--- src/crtc_ext_defines.vh ---
// Register indices, field positions and reset values for the extended CRT controls.
// Assumes an indexed 8-bit register port: index strobe plus data strobes.
// Function
// [RULE1] Odd field end count sets character count ending odd-field vertical sync.
// [RULE2] Misc bits 7:6 extend vertical blank end to ten bits.
// [RULE3] Misc bits 5:4 extend horizontal blank end to eight bits.
// [RULE4] Extensions honoured only when blanking control or extension enable set.
// [RULE5] Double buffer holds start address until vsync after low byte write.
// [RULE6] Interlace gives sync only in text, sync and data in graphics.
// [RULE7] Software keeps scanline double clear; no interlace in modes 4, 6.
// [RULE8] Interlaced: vertical interrupt only at end of odd field.
// [RULE9] Extension enable activates extensions regardless of blanking control.
// [RULE10] Fast-page bit selects fast-page font fetches instead of random reads.
// [RULE11] Blanking control clear: controller blank drives DAC, border displayable.
// [RULE12] Blanking control set: display enable blanks DAC; overlay pin follows blank.
// [RULE13] Blanking control set: blank registers define overlay window active region.
// [RULE14] Offset extension bit is ninth bit of row offset.
// [RULE15] Start address is 19 bits: bit16 from bit0, 18:17 from 3:2.
// [RULE16] Wrap clear: 16-bit character counter, 64K wrap per map.
// [RULE17] Wrap set: 19-bit counter, wrap at installed memory size.
// [RULE18] Wrap with chain-4: low DRAM bits from extended 17:16, upper from 18:12.
// [RULE19] Wrap with double-word: low DRAM bits from counter bits 15:14.
// [RULE20] Misc bits 3:2 select DAC mode switching and overlay mode; code takes DAC switching from overlay mode bits 2:1.
// [RULE21] Software sets odd field end count near half horizontal total.
// [RULE22] Source bit picks external timing at mode 01, internal window at 10.
// [RULE23] Reserved bits read zero, writes ignored.
`ifndef CRTC_EXT_DEFINES_VH
`define CRTC_EXT_DEFINES_VH
`define IDX_ODD_FIELD_END   8'h19
`define IDX_MISC_TIMING     8'h1a
`define IDX_EXT_DISPLAY     8'h1b
`define IDX_OVERLAY_MODE    8'h1d
`define IDX_ROW_OFFSET      8'h13
`define IDX_UNDERLINE_LOC   8'h14
`define IDX_VBLANK_END      8'h16
`define IDX_HBLANK_END      8'h03
`define IDX_START_HIGH      8'h0c
`define IDX_START_LOW       8'h0d
`define IDX_MAX_SCANLINE    8'h09
`define RST_BYTE            8'h00
`define OVL_MODE_MASK       8'h46
`define MODE_EXT_TIMING     2'h1
`define MODE_INT_WINDOW     2'h2
`define F_INTERLACE         0
`define F_DBUF              1
`define F_WRAP              1
`define F_START16           0
`define F_OFS8              4
`define F_BLANK_CTL         5
`define F_FAST_PAGE         6
`define F_EXT_EN            7
`define F_OVL_SRC           6
`define F_DWORD             6
`define F_SCAN_DBL          7
`define MEM_ADDR_W          19
`define WRAP64K_MASK        19'h0ffff
`endif

--- src/crtc_blank_gen.v ---
// Horizontal/vertical blanking comparators with extended end values.
// Assumes character and line counters from the surrounding timing generator.
`timescale 1ns/100ps
`include "crtc_ext_defines.vh"
module crtc_blank_gen (
  input  wire       clk,
  input  wire       rstn,
  input  wire [7:0] char_cnt,
  input  wire [9:0] line_cnt,
  input  wire [7:0] hblank_start,
  input  wire [7:0] hblank_end,
  input  wire [9:0] vblank_start,
  input  wire [9:0] vblank_end,
  output reg        blank_ff
);
  reg       hblank_ff;
  reg       vblank_ff;
  wire      nxt_hblank;
  wire      nxt_vblank;
  // Sticky between start and end matches, like the classic comparator
  assign nxt_hblank = (char_cnt == hblank_start) ? 1'b1 :
                      (char_cnt == hblank_end)   ? 1'b0 : hblank_ff;
  assign nxt_vblank = (line_cnt == vblank_start) ? 1'b1 :
                      (line_cnt == vblank_end)   ? 1'b0 : vblank_ff;
  always @(posedge clk or negedge rstn) begin
    if (!rstn) begin
      hblank_ff <= 1'b0;
      vblank_ff <= 1'b0;
      blank_ff  <= 1'b0;
    end else begin
      hblank_ff <= nxt_hblank;
      vblank_ff <= nxt_vblank;
      blank_ff  <= nxt_hblank | nxt_vblank;
    end
  end
endmodule

--- src/crtc_addr_map.v ---
// Display memory address formation for extended wrap, chain-4 and double-word modes.
// Assumes the host path supplies bus address bits and the selected window offset.
`timescale 1ns/100ps
`include "crtc_ext_defines.vh"
module crtc_addr_map (
  input  wire [18:0] char_addr,
  input  wire        wrap_en,
  input  wire        chain4,
  input  wire        dword,
  input  wire [4:0]  host_bus_address,
  input  wire [6:0]  window_offset,
  output reg  [18:0] extended_memory_address,
  output reg  [8:0]  dram_address
);
  reg [18:0] wrapped;
  reg [6:0]  upper;
  always @* begin
    wrapped = wrap_en ? char_addr : (char_addr & `WRAP64K_MASK); // [RULE16] [RULE17]
    upper   = {2'h0, host_bus_address} + window_offset;          // [RULE18]
    extended_memory_address = {upper, wrapped[11:0]};
    dram_address = wrapped[8:0];
    if (wrap_en && chain4)
      dram_address = {upper, extended_memory_address[17:16]};    // [RULE18]
    else if (wrap_en && dword)
      dram_address = {upper, wrapped[15:14]};                    // [RULE19]
  end
endmodule

--- src/crtc_ext_ctrl.v ---
// Extended CRT controller controls: indexed registers, start buffering, interlace,
// blank routing, overlay source and memory address extension.
// Assumes synchronous indexed writes/reads and counters from the base timing.
`timescale 1ns/100ps
`include "crtc_ext_defines.vh"
module crtc_ext_ctrl (
  input  wire        clk,
  input  wire        rstn,
  input  wire [7:0]  reg_index,
  input  wire        reg_wr,
  input  wire        reg_rd,
  input  wire [7:0]  reg_wdata,
  input  wire        graphics_mode,
  input  wire        chain4,
  input  wire        display_enable,
  input  wire        vsync_start,
  input  wire        frame_end,
  input  wire [7:0]  char_cnt,
  input  wire [9:0]  line_cnt,
  input  wire [7:0]  hblank_start,
  input  wire [9:0]  vblank_start,
  input  wire [18:0] char_addr,
  input  wire [4:0]  host_bus_address,
  input  wire [6:0]  window_offset,
  input  wire        external_video_timing_in_n,
  output reg  [7:0]  reg_rdata_ff,
  output reg  [18:0] start_address_ff,
  output reg  [8:0]  row_offset_ff,
  output reg         odd_field_ff,
  output reg         odd_vsync_end_ff,
  output reg         interlace_sync_ff,
  output reg         interlace_data_ff,
  output reg         vert_irq_ff,
  output reg         dac_blank_ff,
  output reg         overlay_window_out_n_ff,
  output reg         overlay_timing_ff,
  output reg  [1:0]  overlay_mode_ff,
  output reg  [1:0]  dac_switch_ff,
  output reg         fast_page_ff,
  output reg  [18:0] extended_memory_address_ff,
  output reg  [8:0]  dram_address_ff
);
  reg  [7:0]  odd_field_end_count_ff;
  reg  [7:0]  misc_timing_control_ff;
  reg  [7:0]  extended_display_control_ff;
  reg  [7:0]  overlay_mode_control_ff;
  reg  [7:0]  row_offset_register_ff;
  reg  [7:0]  underline_location_register_ff;
  reg  [7:0]  vertical_blank_end_register_ff;
  reg  [7:0]  horizontal_blank_end_register_ff;
  reg  [7:0]  max_scanline_control_ff;
  reg  [15:0] start_pend_ff;
  reg         swap_pend_ff;
  reg  [9:0]  last_line_ff;
  wire        ext_on;
  wire [7:0]  hb_end;
  wire [9:0]  vb_end;
  wire        crtc_blank;
  wire [18:0] ema;
  wire [8:0]  dma;
  wire [18:0] nxt_start;
  wire        low_wr;
  wire        is_dbuf;
  assign ext_on = extended_display_control_ff[`F_EXT_EN] |
                  extended_display_control_ff[`F_BLANK_CTL];            // [RULE4] [RULE9]
  assign hb_end = ext_on ? {misc_timing_control_ff[5:4], horizontal_blank_end_register_ff[5:0]}
                         : {2'h0, horizontal_blank_end_register_ff[5:0]}; // [RULE3]
  assign vb_end = ext_on ? {misc_timing_control_ff[7:6], vertical_blank_end_register_ff}
                         : {2'h0, vertical_blank_end_register_ff};       // [RULE2]
  assign low_wr  = reg_wr && (reg_index == `IDX_START_LOW);
  assign is_dbuf = misc_timing_control_ff[`F_DBUF];
  assign nxt_start = {extended_display_control_ff[3:2],
                      extended_display_control_ff[`F_START16], start_pend_ff}; // [RULE15]

  crtc_blank_gen u_blank (
    .clk          (clk),
    .rstn         (rstn),
    .char_cnt     (char_cnt),
    .line_cnt     (line_cnt),
    .hblank_start (hblank_start),
    .hblank_end   (hb_end),
    .vblank_start (vblank_start),
    .vblank_end   (vb_end),
    .blank_ff     (crtc_blank)
  );

  crtc_addr_map u_addr (
    .char_addr               (char_addr),
    .wrap_en                 (extended_display_control_ff[`F_WRAP]),
    .chain4                  (chain4),
    .dword                   (underline_location_register_ff[`F_DWORD]),
    .host_bus_address        (host_bus_address),
    .window_offset           (window_offset),
    .extended_memory_address (ema),
    .dram_address            (dma)
  );

  // Register writes; reserved overlay bits masked off
  always @(posedge clk or negedge rstn) begin
    if (!rstn) begin
      odd_field_end_count_ff           <= `RST_BYTE;
      misc_timing_control_ff           <= `RST_BYTE;
      extended_display_control_ff      <= `RST_BYTE;
      overlay_mode_control_ff          <= `RST_BYTE;
      row_offset_register_ff           <= `RST_BYTE;
      underline_location_register_ff   <= `RST_BYTE;
      vertical_blank_end_register_ff   <= `RST_BYTE;
      horizontal_blank_end_register_ff <= `RST_BYTE;
      max_scanline_control_ff          <= `RST_BYTE;
      start_pend_ff                    <= 16'h0000;
    end else if (reg_wr) begin
      case (reg_index)
        `IDX_ODD_FIELD_END: odd_field_end_count_ff <= reg_wdata;
        `IDX_MISC_TIMING:   misc_timing_control_ff <= reg_wdata;
        `IDX_EXT_DISPLAY:   extended_display_control_ff <= reg_wdata;
        `IDX_OVERLAY_MODE:  overlay_mode_control_ff <= reg_wdata & `OVL_MODE_MASK; // [RULE23]
        `IDX_ROW_OFFSET:    row_offset_register_ff <= reg_wdata;
        `IDX_UNDERLINE_LOC: underline_location_register_ff <= reg_wdata;
        `IDX_VBLANK_END:    vertical_blank_end_register_ff <= reg_wdata;
        `IDX_HBLANK_END:    horizontal_blank_end_register_ff <= reg_wdata;
        `IDX_MAX_SCANLINE:  max_scanline_control_ff <= reg_wdata;
        `IDX_START_HIGH:    start_pend_ff[15:8] <= reg_wdata;
        `IDX_START_LOW:     start_pend_ff[7:0] <= reg_wdata;
        default: begin
        end
      endcase
    end
  end

  // Read data registered one cycle after the read strobe
  always @(posedge clk or negedge rstn) begin
    if (!rstn) begin
      reg_rdata_ff <= `RST_BYTE;
    end else if (reg_rd) begin
      case (reg_index)
        `IDX_ODD_FIELD_END: reg_rdata_ff <= odd_field_end_count_ff;
        `IDX_MISC_TIMING:   reg_rdata_ff <= misc_timing_control_ff;
        `IDX_EXT_DISPLAY:   reg_rdata_ff <= extended_display_control_ff;
        `IDX_OVERLAY_MODE:  reg_rdata_ff <= overlay_mode_control_ff;           // [RULE23]
        `IDX_ROW_OFFSET:    reg_rdata_ff <= row_offset_register_ff;
        `IDX_UNDERLINE_LOC: reg_rdata_ff <= underline_location_register_ff;
        `IDX_VBLANK_END:    reg_rdata_ff <= vertical_blank_end_register_ff;
        `IDX_HBLANK_END:    reg_rdata_ff <= horizontal_blank_end_register_ff;
        `IDX_MAX_SCANLINE:  reg_rdata_ff <= max_scanline_control_ff;
        `IDX_START_HIGH:    reg_rdata_ff <= start_pend_ff[15:8];
        `IDX_START_LOW:     reg_rdata_ff <= start_pend_ff[7:0];
        default:            reg_rdata_ff <= `RST_BYTE;
      endcase
    end
  end

  // Start address: direct, or held until the next vsync after a low-byte write
  always @(posedge clk or negedge rstn) begin
    if (!rstn) begin
      swap_pend_ff     <= 1'b0;
      start_address_ff <= 19'h00000;
    end else if (!is_dbuf) begin
      swap_pend_ff     <= 1'b0;
      start_address_ff <= nxt_start;
    end else begin
      if (vsync_start && swap_pend_ff)
        start_address_ff <= nxt_start;                                    // [RULE5]
      // A write landing on the vsync cycle waits for the following vsync
      swap_pend_ff <= low_wr | (swap_pend_ff & ~vsync_start);             // [RULE5]
    end
  end

  // Field tracking, interlace controls and vertical interrupt
  always @(posedge clk or negedge rstn) begin
    if (!rstn) begin
      odd_field_ff      <= 1'b0;
      odd_vsync_end_ff  <= 1'b0;
      interlace_sync_ff <= 1'b0;
      interlace_data_ff <= 1'b0;
      vert_irq_ff       <= 1'b0;
      last_line_ff      <= 10'h000;
    end else begin
      interlace_sync_ff <= misc_timing_control_ff[`F_INTERLACE];          // [RULE6]
      interlace_data_ff <= misc_timing_control_ff[`F_INTERLACE] & graphics_mode; // [RULE6]
      if (frame_end)
        odd_field_ff <= misc_timing_control_ff[`F_INTERLACE] & ~odd_field_ff;
      // Final scanline learned at each field end; first field after reset assumes line 0
      if (frame_end)
        last_line_ff <= line_cnt;
      // Odd field vsync ends at this character of its final scanline
      odd_vsync_end_ff <= odd_field_ff && (line_cnt == last_line_ff) &&
                          (char_cnt == odd_field_end_count_ff);           // [RULE1]
      if (misc_timing_control_ff[`F_INTERLACE])
        vert_irq_ff <= frame_end & odd_field_ff;                          // [RULE8]
      else
        vert_irq_ff <= frame_end;
    end
  end

  // Blank routing, overlay window and address outputs
  always @(posedge clk or negedge rstn) begin
    if (!rstn) begin
      dac_blank_ff               <= 1'b0;
      overlay_window_out_n_ff    <= 1'b1;
      overlay_timing_ff          <= 1'b1;
      overlay_mode_ff            <= 2'h0;
      dac_switch_ff              <= 2'h0;
      fast_page_ff               <= 1'b0;
      row_offset_ff              <= 9'h000;
      extended_memory_address_ff <= 19'h00000;
      dram_address_ff            <= 9'h000;
    end else begin
      if (extended_display_control_ff[`F_BLANK_CTL]) begin
        dac_blank_ff            <= ~display_enable;                       // [RULE12]
        overlay_window_out_n_ff <= crtc_blank;                            // [RULE12] [RULE13]
      end else begin
        dac_blank_ff            <= crtc_blank;                            // [RULE11]
        overlay_window_out_n_ff <= 1'b1;
      end
      overlay_mode_ff <= misc_timing_control_ff[3:2];                     // [RULE20]
      dac_switch_ff   <= overlay_mode_control_ff[2:1];
      if (!overlay_mode_control_ff[`F_OVL_SRC] && misc_timing_control_ff[3:2] == `MODE_EXT_TIMING)
        overlay_timing_ff <= external_video_timing_in_n;                  // [RULE22]
      else if (overlay_mode_control_ff[`F_OVL_SRC] && misc_timing_control_ff[3:2] == `MODE_INT_WINDOW)
        overlay_timing_ff <= extended_display_control_ff[`F_BLANK_CTL] ? crtc_blank : 1'b1; // [RULE22]
      else
        overlay_timing_ff <= 1'b1;
      fast_page_ff  <= extended_display_control_ff[`F_FAST_PAGE];         // [RULE10]
      row_offset_ff <= {extended_display_control_ff[`F_OFS8], row_offset_register_ff}; // [RULE14]
      extended_memory_address_ff <= ema;
      dram_address_ff            <= dma;
    end
  end
endmodule

--- config.mk ---
export PLATFORM = sky130hd
export DESIGN_NAME = crtc_ext_ctrl
export DESIGN_NICKNAME = d
export VERILOG_FILES = /design/src/crtc_blank_gen.v /design/src/crtc_addr_map.v /design/src/crtc_ext_ctrl.v
export VERILOG_INCLUDE_DIRS = /design/src /design/src/src
export SDC_FILE = /design/constraint.sdc
export NUM_CORES = 1
export LEC_CHECK = 0
export BUFFER_PORTS_ARGS = -buffer_cell sky130_fd_sc_hd__clkbuf_2
export CAP_MARGIN = 20
export CORE_UTILIZATION = 49
export CTS_CLUSTER_DIAMETER = 150
export DETAILED_ROUTE_END_ITERATION = 7
export GPL_ROUTABILITY_DRIVEN = 0
export PLACE_DENSITY = 0.87
export SLEW_MARGIN = 30
export SYNTH_ARGS = -nofsm -noshare
export SYNTH_HDL_FRONTEND = slang
export SYNTH_SLANG_ARGS = --single-unit
--- constraint.sdc ---
create_clock -name clk -period 1.7 [get_ports clk]
set_input_delay 0.17 -clock clk [delete_from_list [all_inputs] [get_ports clk]]
set_output_delay 0.17 -clock clk [all_outputs]
set_load 0.02 [all_outputs]
==> results_dict.tcl, run 1 <==
set metrics [dict create \
    detailedRoute.firstPassIterationCount 5 \
    fin_nets 948 \
    die_w_um 129 \
    h-tree-depth 4 \
    final_layout_size_suffix_gt1_frac 0.442 \
    mostFrequentLayoutCell "dfrtp_1" \
    crit_path_max_fanout 3 \
    setup_viol 0 \
    cts_buffers 17 \
    clk-insertion-delay-late_ns 0.43 \
    netlist.top_cell.by_area "dfrtp_1" \
    outcome "finished, final reports clean" \
    setup.worst_path.class "register to register" \
    final_cell_mix "171 x dfrtp_1, 163 x clkbuf_2, 111 x mux2_2, 52 x buf_4, 42 x xor2_1" \
    critical_path_arrival_ns 2.01 \
    detailed_place_hpwl_um 15400 \
    critPathCaptureType "register" \
    vdd_drop_max_v 0.000740 \
    grt_max_degree 53 \
    timing.reg2reg.worst_path_depth 5 \
    floorplan.initialDensity 0.500 \
    post_synthesis_net_count 721 \
    setup.worst_path.start_class "register" \
    cts_tree "built" \
    grt_antenna_before_repair 0 \
    final_antenna_net_count 0 \
    rows 46 \
    synthArstFlopShare 1.00 \
    floorplan.die.height_um 129 \
    report.final.hold_viol_count 0 \
    leakagePower_nw 5.08 \
    yosys_warnings 0 \
    num-fill-cells 1199 \
    worst_setup_hold_path_clk_slew_ns 0.06 \
    post_drt_wl_per_cell_um 20.1 \
    cap_violations 0 \
    critPathRequiredTime_ns 2.01 \
    postSynth.topFlopCell "dfrtp_1" \
    fin_util 0.646 \
    total_via_count_in_the_routed_design 6211 \
    clockRootBuffer "clkbuf_16" \
    slew_violations 0 \
    power.density_nw_per_um2 985 \
    post-route-drc-count 0 \
    netlist.area_leader.share 0.542 \
    finalInstanceArea_um2 10300 \
    synth-seq-cells 174 \
    tightestPinTransition_ns 0.483 \
    max-clock-path-buffers 2 \
    timing.setup.tns_ns 0 \
    worst_hold_path.num_cells 3 \
    postRouteWirelength_um 21600 \
    grt_pass1_wl_um 33300 \
    top_level_ports 170 \
    drt_iter0_drc 601 \
    min-delay-path-class "primary input to register" \
    cts_num_sinks 174 \
    post_synth.cell_area_avg_um2 12.8 \
    overall_global_routing_resource_usage 0.269 \
    synthDistinctLibCells 69 \
    avgViaCountPerCell 5.76 \
    synthCells 622 \
    fin_ws_ns 0.00360 \
    grt_overflow_total 0 \
    syn_to_final_growth_pct 29.1 \
    final.period_utilization 0.998 \
    port_buffers 164 \
    ant_diodes 0 \
    die_area_um2 16700 \
    yosys-top-cells-area "dfrtp_1 54%, mux2_2 16%, xor2_1 4.6%, nand3_1 1.7%, xnor2_1 1.5%" \
    placement.cell_area_um2 9410 \
    vias_in_the_first_global_route 6196 \
    ys_seq_area_frac 0.548 \
    fin_worst_hold_slack_ns 0.0290 \
    edff_count_synth 0 \
    preCtsSetupSlack_ns -0.174 \
    max_slew_margin 0.678 \
    syn-cell-area_um2 7950 \
    maxClockFrequency_ghz 0.589 \
    core_um2 15900 \
    finalCriticalPeriod_ns 1.70 \
    skew_ns 0.00946 \
]
## synth_stat cells (5+ instances only)
master      n
dfrtp_1   172
mux2_2    111
xor2_1     42
nand3_1    27
nand2_1    22
xnor2_1    14
inv_1      13
o21ai_0    13
a22oi_1    12
buf_2      12
nor2_1     11
nor4_1     11
clkbuf_1   10
buf_1       9
a21oi_1     8
mux2_1      8
nand3b_1    8
a31oi_1     7
nor2b_1     7
a211oi_1    6
a22o_1      6
nand2b_1    6
ha_1        5
nand4_1     5
## kinds of logic after synthesis
kind of cell	Yosys count	synth area share
AO/OA/AOI/OAI	88	0.0804
XOR/XNOR	56	0.0617
adder cells (fa/ha/maj)	6	0.0104
buffers and inverters	46	0.0241
flip-flops	174	0.548
multiplexers	123	0.174
AND/OR/NAND/NOR	129	0.102
## flip-flops by register name, indices dropped and copies added, names as in the netlist, 2 cells and up
register                          count
extended_memory_address_ff           19
start_address_ff                     19
start_pend_ff                        16
last_line_ff                         10
dram_address_ff                       9
row_offset_ff                         9
extended_display_control_ff           8
horizontal_blank_end_register_ff      8
max_scanline_control_ff               8
misc_timing_control_ff                8
odd_field_end_count_ff                8
reg_rdata_ff                          8
row_offset_register_ff                8
underline_location_register_ff        8
vertical_blank_end_register_ff        8
overlay_mode_control_ff               3
dac_switch_ff                         2
overlay_mode_ff                       2
## path summary, 6_finish.rpt
| path | slack [ns] | from | endpoint |
|---|---|---|---|
| setup reg to reg | 0.004 | vertical_blank_end_register_ff[0] | u_blank.blank_ff |
| min in group asynchronous | 0.23 | rstn | start_address_ff[4] |
| max in group asynchronous | 0.84 | rstn | extended_display_control_ff[7] |
| hold reg to reg | 0.41 | row_offset_register_ff[6] | row_offset_ff[6] |
| hold / removal | 0.03 | char_addr[15] | dram_address_ff[1] |
| setup / recovery | 0.004 | vertical_blank_end_register_ff[0] | u_blank.blank_ff |
## repair_timing
item,in CTS,in global routing
setup buffers,0,1
pin swaps,0,1
hold buffers,18,0
resized for setup,2,1
endpoints found under the setup margin,1,1
hold endpoints to repair,64,0
## critical path, cell delays in order, from the launching register on
cell	delay, ns
dfrtp_1	0.44
xor2_1	0.18
nor4_1	0.31
o311ai_1	0.17
a21o_1	0.23
a221o_1	0.26
## per-stage QoR
step	power, mW	instances
after floorplan	5.18	622
after global placement	5.74	1027
after detailed placement	5.78	1027
after CTS	10.1	1077
after global routing	10.4	1078
final	10.1	1078
## where the power goes
| part | internal [mW] | total [mW] | switching (mW) | leakage [nW] |
|---|---|---|---|---|
| logic | 0.536 | 1.23 | 0.690 | 2.45 |
| clock network | 2.70 | 4.34 | 1.64 | 0.321 |
| registers | 4.38 | 4.54 | 0.163 | 2.31 |
| total | 7.62 | 10.1 | 2.49 | 5.08 |
## metal layers
metal | vias up | global-route usage | routed length, µm
met1 | 3072 | 0.337 | 8790
met2 | 323 | 0.436 | 10500
met4 | 0 | 0.139 | 770
li1 | 2735 | - | -
met5 | - | 0 | 0
met3 | 81 | 0.0615 | 1520
## cell type report
type	instances	area, µm²	area share
repair buffers	240	1520	0.148
inverters	14	52.6	0.00512
well taps	216	270	0.0263
clock buffers	20	457	0.0445
flip-flops and latches	174	4360	0.425
multi-input cells	402	3400	0.331
clock inverters	12	206	0.0201
(Power assumes the default switching activity.)
==> run 2: changes to the inputs <==
RECOVER_POWER = 25   (was not set)
==> run 2 against run 1 <==
Net effect: core utilization shrank 0.13 points; via count is essentially flat; routed wire length is essentially flat; die area is the same; combinational power is essentially flat; non-clock buffer count is the same; first-iteration DRC count shrank 12%; total power shrank 0.14%; global-route usage is the same; clock power is essentially flat; sequential share of layout area grew 0.083 points; design area shrank 0.19%; critical path type unchanged; largest cell class unchanged.
==> results_dict.tcl, run 2 (synthesis gave the netlist of run 1 again) <==
set metrics [dict create \
    kind_of_cell_with_the_highest_combined_delay_on_the_critical_path "compound AO/OA/AOI/OAI gates" \
    placement.cell_area_um2 9410 \
    setup.worst_path.start_class "register" \
    detailedRoute.firstPassIterationCount 5 \
    use_met1 0.337 \
    top_level_ports 170 \
    rows 46 \
    grt_pass1_wl_um 33300 \
    port_buffers 164 \
    floorplan.initialDensity 0.500 \
    worst_hold_path.num_cells 3 \
    final.period_utilization 1.00 \
    num-fill-cells 1210 \
    die_area_um2 16700 \
    ant_diodes 0 \
    finalCriticalPeriod_ns 1.70 \
    tightestPinTransition_ns 1.16 \
    clk-insertion-delay-late_ns 0.43 \
    worst_setup_hold_path_clk_slew_ns 0.06 \
    mostFrequentLayoutCell "dfrtp_1" \
    max_slew_margin 0.225 \
    syn_to_final_growth_pct 28.9 \
    detailed_place_hpwl_um 15400 \
    overall_global_routing_resource_usage 0.269 \
    cts_num_sinks 174 \
    post_drt_wl_per_cell_um 20.0 \
    critPathRequiredTime_ns 2.01 \
    drt_iter0_drc 527 \
    fin_nets 948 \
    grt_util_met2 0.436 \
    largestRegisters "extended_memory_address_ff: 19 flops, start_address_ff: 19 flops, start_pend_ff: 16 flops" \
    final_layout_size_suffix_gt1_frac 0.432 \
    min-delay-path-class "primary input to register" \
    setup.worst_path.class "register to register" \
    fin_cells 1078 \
    cts_tree "built" \
    avgViaCountPerCell 5.77 \
    fin_worst_hold_slack_ns 0.0309 \
    grt_max_degree 53 \
    grt_overflow_total 0 \
    register_area_um2 4360 \
    cap_violations 0 \
    critical-path-max-stage-delay_ns 0.43 \
    critical_path_arrival_ns 2.01 \
    critical_path.n_buffers_inverters 0 \
    report.final.hold_viol_count 0 \
    final_antenna_net_count 0 \
    vdd_drop_max_v 0.000737 \
    cpMaxStageDelayCell "dfrtp_1" \
    maxClockFrequency_ghz 0.588 \
    multi_input_area_um2 3400 \
    clockRootBuffer "clkbuf_16" \
    slew_violations 0 \
    timing.critical_path.cells "xor2_1 -> nor4_1 -> o311ai_1 -> a21o_1 -> a221o_1" \
    path_length_in_cells_of_the_critical_path 5 \
    p_total_mw 10.1 \
    power.density_nw_per_um2 986 \
    max-clock-path-buffers 2 \
    critPathCaptureType "register" \
    die_w_um 129 \
    cts_buffers 17 \
    outcome "finished, final reports clean" \
    crit_path_max_fanout 3 \
    floorplan.die.height_um 129 \
    grt_antenna_before_repair 0 \
    total_via_count_in_the_routed_design 6216 \
    setup_viol 0 \
    globalRoute.busiestLayer "met2" \
    h-tree-depth 4 \
    postRouteWirelength_um 21600 \
    final_cell_mix "171 x dfrtp_1, 156 x clkbuf_2, 111 x mux2_2, 51 x buf_4, 42 x xor2_1" \
    skew_ns 0.00781 \
    timing.reg2reg.worst_path_depth 5 \
    globalRouteMet3Util 0.0615 \
    timing.setup.tns_ns 0 \
    core_um2 15900 \
    vias_in_the_first_global_route 6196 \
    finalInstanceArea_um2 10200 \
    dp.cells 1027 \
    post-route-drc-count 0 \
    leakagePower_nw 5.05 \
]
run 2: cell count changes in the layout (fill, tap and decap cells not counted), sizes merged:
cell,before,now
buf,59,57
clkbuf,183,185
run 2: metrics by stage:
step                      utilization  worst slack, ns
after floorplan                     -           0.0330
after global placement          0.592           -0.120
after detailed placement        0.592           -0.174
after CTS                       0.645           0.0209
after global routing            0.645         -0.00836
final                           0.645         0.000460
run 2: path summary, 6_finish.rpt:
kind	to	from	slack, ns
setup / recovery	u_blank.blank_ff	vertical_blank_end_register_ff[7]	0.0005
hold / removal	dram_address_ff[1]	char_addr[15]	0.03
setup reg to reg	u_blank.blank_ff	vertical_blank_end_register_ff[7]	0.0005
hold reg to reg	row_offset_ff[6]	row_offset_register_ff[6]	0.41
max in group asynchronous	overlay_timing_ff	rstn	0.33
min in group asynchronous	start_address_ff[4]	rstn	0.51
run 2: repair_timing:
action                                 in CTS  in global routing
endpoints found under the hold margin      64                  0
buffers inserted                            0                  1
hold buffers                               18                  0
setup endpoints to repair                   1                  1
pin swaps                                   0                  1
gates resized for setup                     2                  1
run 2: cell type report:
cell class / count / share of cell area
timing repair buffer: 240 / 0.146
tap: 216 / 0.0264
multi-input combinational: 402 / 0.332
clock inverter: 12 / 0.0202
inverter: 14 / 0.00513
clock buffer: 20 / 0.0446
sequential: 174 / 0.425
run 2: where the power goes:
group | switching, mW | internal [mW]
clock network | 1.63 | 2.70
registers | 0.163 | 4.38
logic | 0.690 | 0.531
run 2: per-layer routing:
metal	vias up	part of all wire	wire, µm
met5	-	0	0
met3	71	0.070	1520
li1	2731	-	-
met1	3074	0.40	8720
met4	0	0.035	765
met2	340	0.49	10600
run 2: tightest hold or removal path, stage by stage:
cell and delay (ns):
clkbuf_2 0.08, a32oi_1 0.07, o21ai_0 0.09
==> run 3: changes to the inputs <==
ABC_AREA = 1   (was not set)
==> run 3 against run 2 <==
Net effect: critical path depth is 5 higher; clock skew is 0.0021 ns lower; core utilization is 1.5 points lower; area after synthesis hardly changed; global-route usage is 0.55 points higher.
==> results_dict.tcl, run 3 <==
set metrics [dict create \
    critPathRequiredTime_ns 2.02 \
    cts_tree "built" \
    synthArstFlopShare 1.00 \
    floorplan.initialDensity 0.502 \
    ant_diodes 0 \
    postRouteWirelength_um 22000 \
    avgViaCountPerCell 5.37 \
    syn_to_final_growth_pct 25.4 \
    floorplan.die.height_um 129 \
    finalCriticalPeriod_ns 1.64 \
    dr_wl_met2_um 10600 \
    cts_buffers 17 \
    cpMaxStageDelayCell "dlygate4sd3_1" \
    post_drt_wl_per_cell_um 16.2 \
    setup.worst_path.class "primary input to register" \
    grt_pass1_wl_um 34400 \
    fin_nets 1230 \
    route.layer.met1.wl_um 8360 \
    max-clock-path-buffers 2 \
    grt_overflow_total 0 \
    largestRegisters "extended_memory_address_ff: 19 flops, start_address_ff: 19 flops, start_pend_ff: 16 flops" \
    total_via_count_in_the_routed_design 7298 \
    finalInstanceArea_um2 9960 \
    route.met3.wl_um 2180 \
    netSwitchingPower_mw 2.64 \
    num-fill-cells 1228 \
    vias_in_the_first_global_route 7161 \
    detailed_place_hpwl_um 15800 \
    tightestPinTransition_ns 1.10 \
    internal_power_mw 7.12 \
    post_synthesis_net_count 1026 \
    slew_violations 0 \
    report.final.hold_viol_count 0 \
    max_slew_margin 0.267 \
    netlist.area_leader.share 0.542 \
    mostFrequentLayoutCell "nand2_1" \
    detailedRoute.firstPassIterationCount 6 \
    final_antenna_net_count 0 \
    core_um2 15800 \
    setup.worst_path.start_class "primary input" \
    leading_cell_types_by_count_after_synthesis "258 x nand2_1, 172 x dfrtp_1, 97 x nand3_1" \
    power.switching_fraction 0.271 \
    crit_path_max_fanout 2 \
    multi_input_area_um2 3130 \
    port_buffers 164 \
    register_area_um2 4360 \
    route.top_layer_used "met4" \
    clockRootBuffer "clkbuf_16" \
    maxClockFrequency_ghz 0.609 \
    postSynth.topFlopCell "dfrtp_1" \
    die_area_um2 16700 \
    syn-cell-area_um2 7940 \
    timing.setup.tns_ns 0 \
    critical_path.n_buffers_inverters 4 \
    drt_iter0_drc 661 \
    yosys_warnings 0 \
    kind_of_cell_with_the_highest_combined_delay_on_the_critical_path "buffers and inverters" \
    power.combinational.fraction 0.133 \
    skew_ns 0.00570 \
    post_synth.cell_area_avg_um2 8.57 \
    top_count_cell_post_synth "nand2_1" \
    final_cell_mix "258 x nand2_1, 172 x dfrtp_1, 159 x clkbuf_2, 96 x nand3_1, 95 x inv_1" \
    top_level_ports 170 \
    fin_util 0.629 \
    clock_power_share 0.394 \
    final_layout_size_suffix_gt1_frac 0.226 \
    die_w_um 129 \
    clk-insertion-delay-late_ns 0.43 \
    critical_path_arrival_ns 1.96 \
    grt_antenna_before_repair 0 \
    post-route-drc-count 0 \
    power.density_nw_per_um2 980 \
    grt_max_degree 53 \
    cts_num_sinks 174 \
    timing.critical_path.cells "dlygate4sd3_1 -> buf_2 -> ha_4 -> inv_1 -> fa_2 -> inv_2 -> nand4_1 -> nand3_2 -> or2_2 -> and2_1" \
    seqPwrFrac 0.474 \
    cap_violations 0 \
    min-delay-path-class "primary input to register" \
    synthDistinctLibCells 32 \
    placement.cell_area_um2 9190 \
    leakagePower_nw 5.25 \
    vdd_drop_max_v 0.000708 \
    critPathCaptureType "register" \
    setup_viol 0 \
    synth-seq-cells 174 \
    h-tree-depth 4 \
    worst_setup_hold_path_clk_slew_ns 0.06 \
    overall_global_routing_resource_usage 0.274 \
    critical-path-max-stage-delay_ns 0.53 \
    rows 46 \
    final.period_utilization 0.965 \
    ys_seq_area_frac 0.549 \
    netlist.top_cell.by_area "dfrtp_1" \
    outcome "finished, final reports clean" \
    synthCells 927 \
    edff_count_synth 0 \
    yosys-top-cells-area "dfrtp_1 54%, nand2_1 12%, nand3_1 6.1%, o21ai_0 5.5%, inv_1 4.5%" \
]
## run 3: path summary, 6_finish.rpt
kind / endpoint / startpoint / slack (ns) / cells after the start
worst max-delay path: extended_memory_address_ff[18] / window_offset[0] / 0.06 / 10
worst min-delay path: last_line_ff[0] / line_cnt[0] / 0.03 / 3
worst max register to register: u_blank.blank_ff / extended_display_control_ff[5] / 0.20 / 8
worst min register to register: overlay_mode_ff[0] / misc_timing_control_ff[2] / 0.37 / 0
max in group asynchronous: last_line_ff[1] / rstn / 0.33 / 3
min in group asynchronous: row_offset_ff[2] / rstn / 0.48 / 2
## run 3: final cells by class
cell class / count / share of cell area
sequential: 174 / 0.437
multi-input combinational: 630 / 0.314
timing repair buffer: 210 / 0.126
clock buffer: 19 / 0.0445
inverter: 98 / 0.0369
tap: 216 / 0.0271
clock inverter: 13 / 0.0142
## run 3: metrics by stage
stage               power, mW  cells  hold WS (ns)  worst slack, ns
finish                   9.76   1360        0.0264           0.0590
global route             10.1   1360        0.0251          -0.0336
CTS                      9.79   1359        0.0130           0.0265
detailed placement       5.93   1310         0.109           0.0779
global placement         5.88   1310         0.107            0.118
floorplan                5.33    927        -0.126            0.335
## run 3: metal layers
layer,global-route usage,vias to the layer above
li1,-,3388
met5,0,-
met2,0.456,395
met1,0.323,3428
met4,0.132,0
met3,0.0867,87
## run 3: worst reg2reg max path: stages, from the launching register on
cell     delay, ns
dfrtp_1       0.40
nor2_2        0.24
inv_1         0.14
nand3_1       0.09
nand2_1       0.05
nor2_1        0.10
nand2_1       0.06
a21oi_1       0.22
nand2_1       0.08
## run 3: kinds of logic after synthesis
| kind of cell | share of synthesized area |
|---|---|
| xor+xnor | 0.0243 |
| simple gates | 0.246 |
| fa+ha+maj | 0.0104 |
| compound gates | 0.0874 |
| mux | 0.0227 |
| flops | 0.549 |
| buf+inv | 0.0603 |
## run 3: power groups by stage
stage / Sequential [mW] / Clock, mW / Combinational [mW]
5_1_grt: 4.65 / 4.06 / 1.43
3_3_place_gp: 4.68 / 0 / 1.20
6_report: 4.62 / 3.84 / 1.30
3_5_place_dp: 4.69 / 0 / 1.24
4_1_cts: 4.62 / 3.89 / 1.28
2_1_floorplan: 4.80 / 0 / 0.525
## run 3: what timing repair did
item | in CTS | in global routing
endpoints found under the hold margin | 60 | 0
setup endpoints to repair | 0 | 5
gates resized for setup | 0 | 7
setup buffers | 0 | 1
hold buffers | 17 | 0
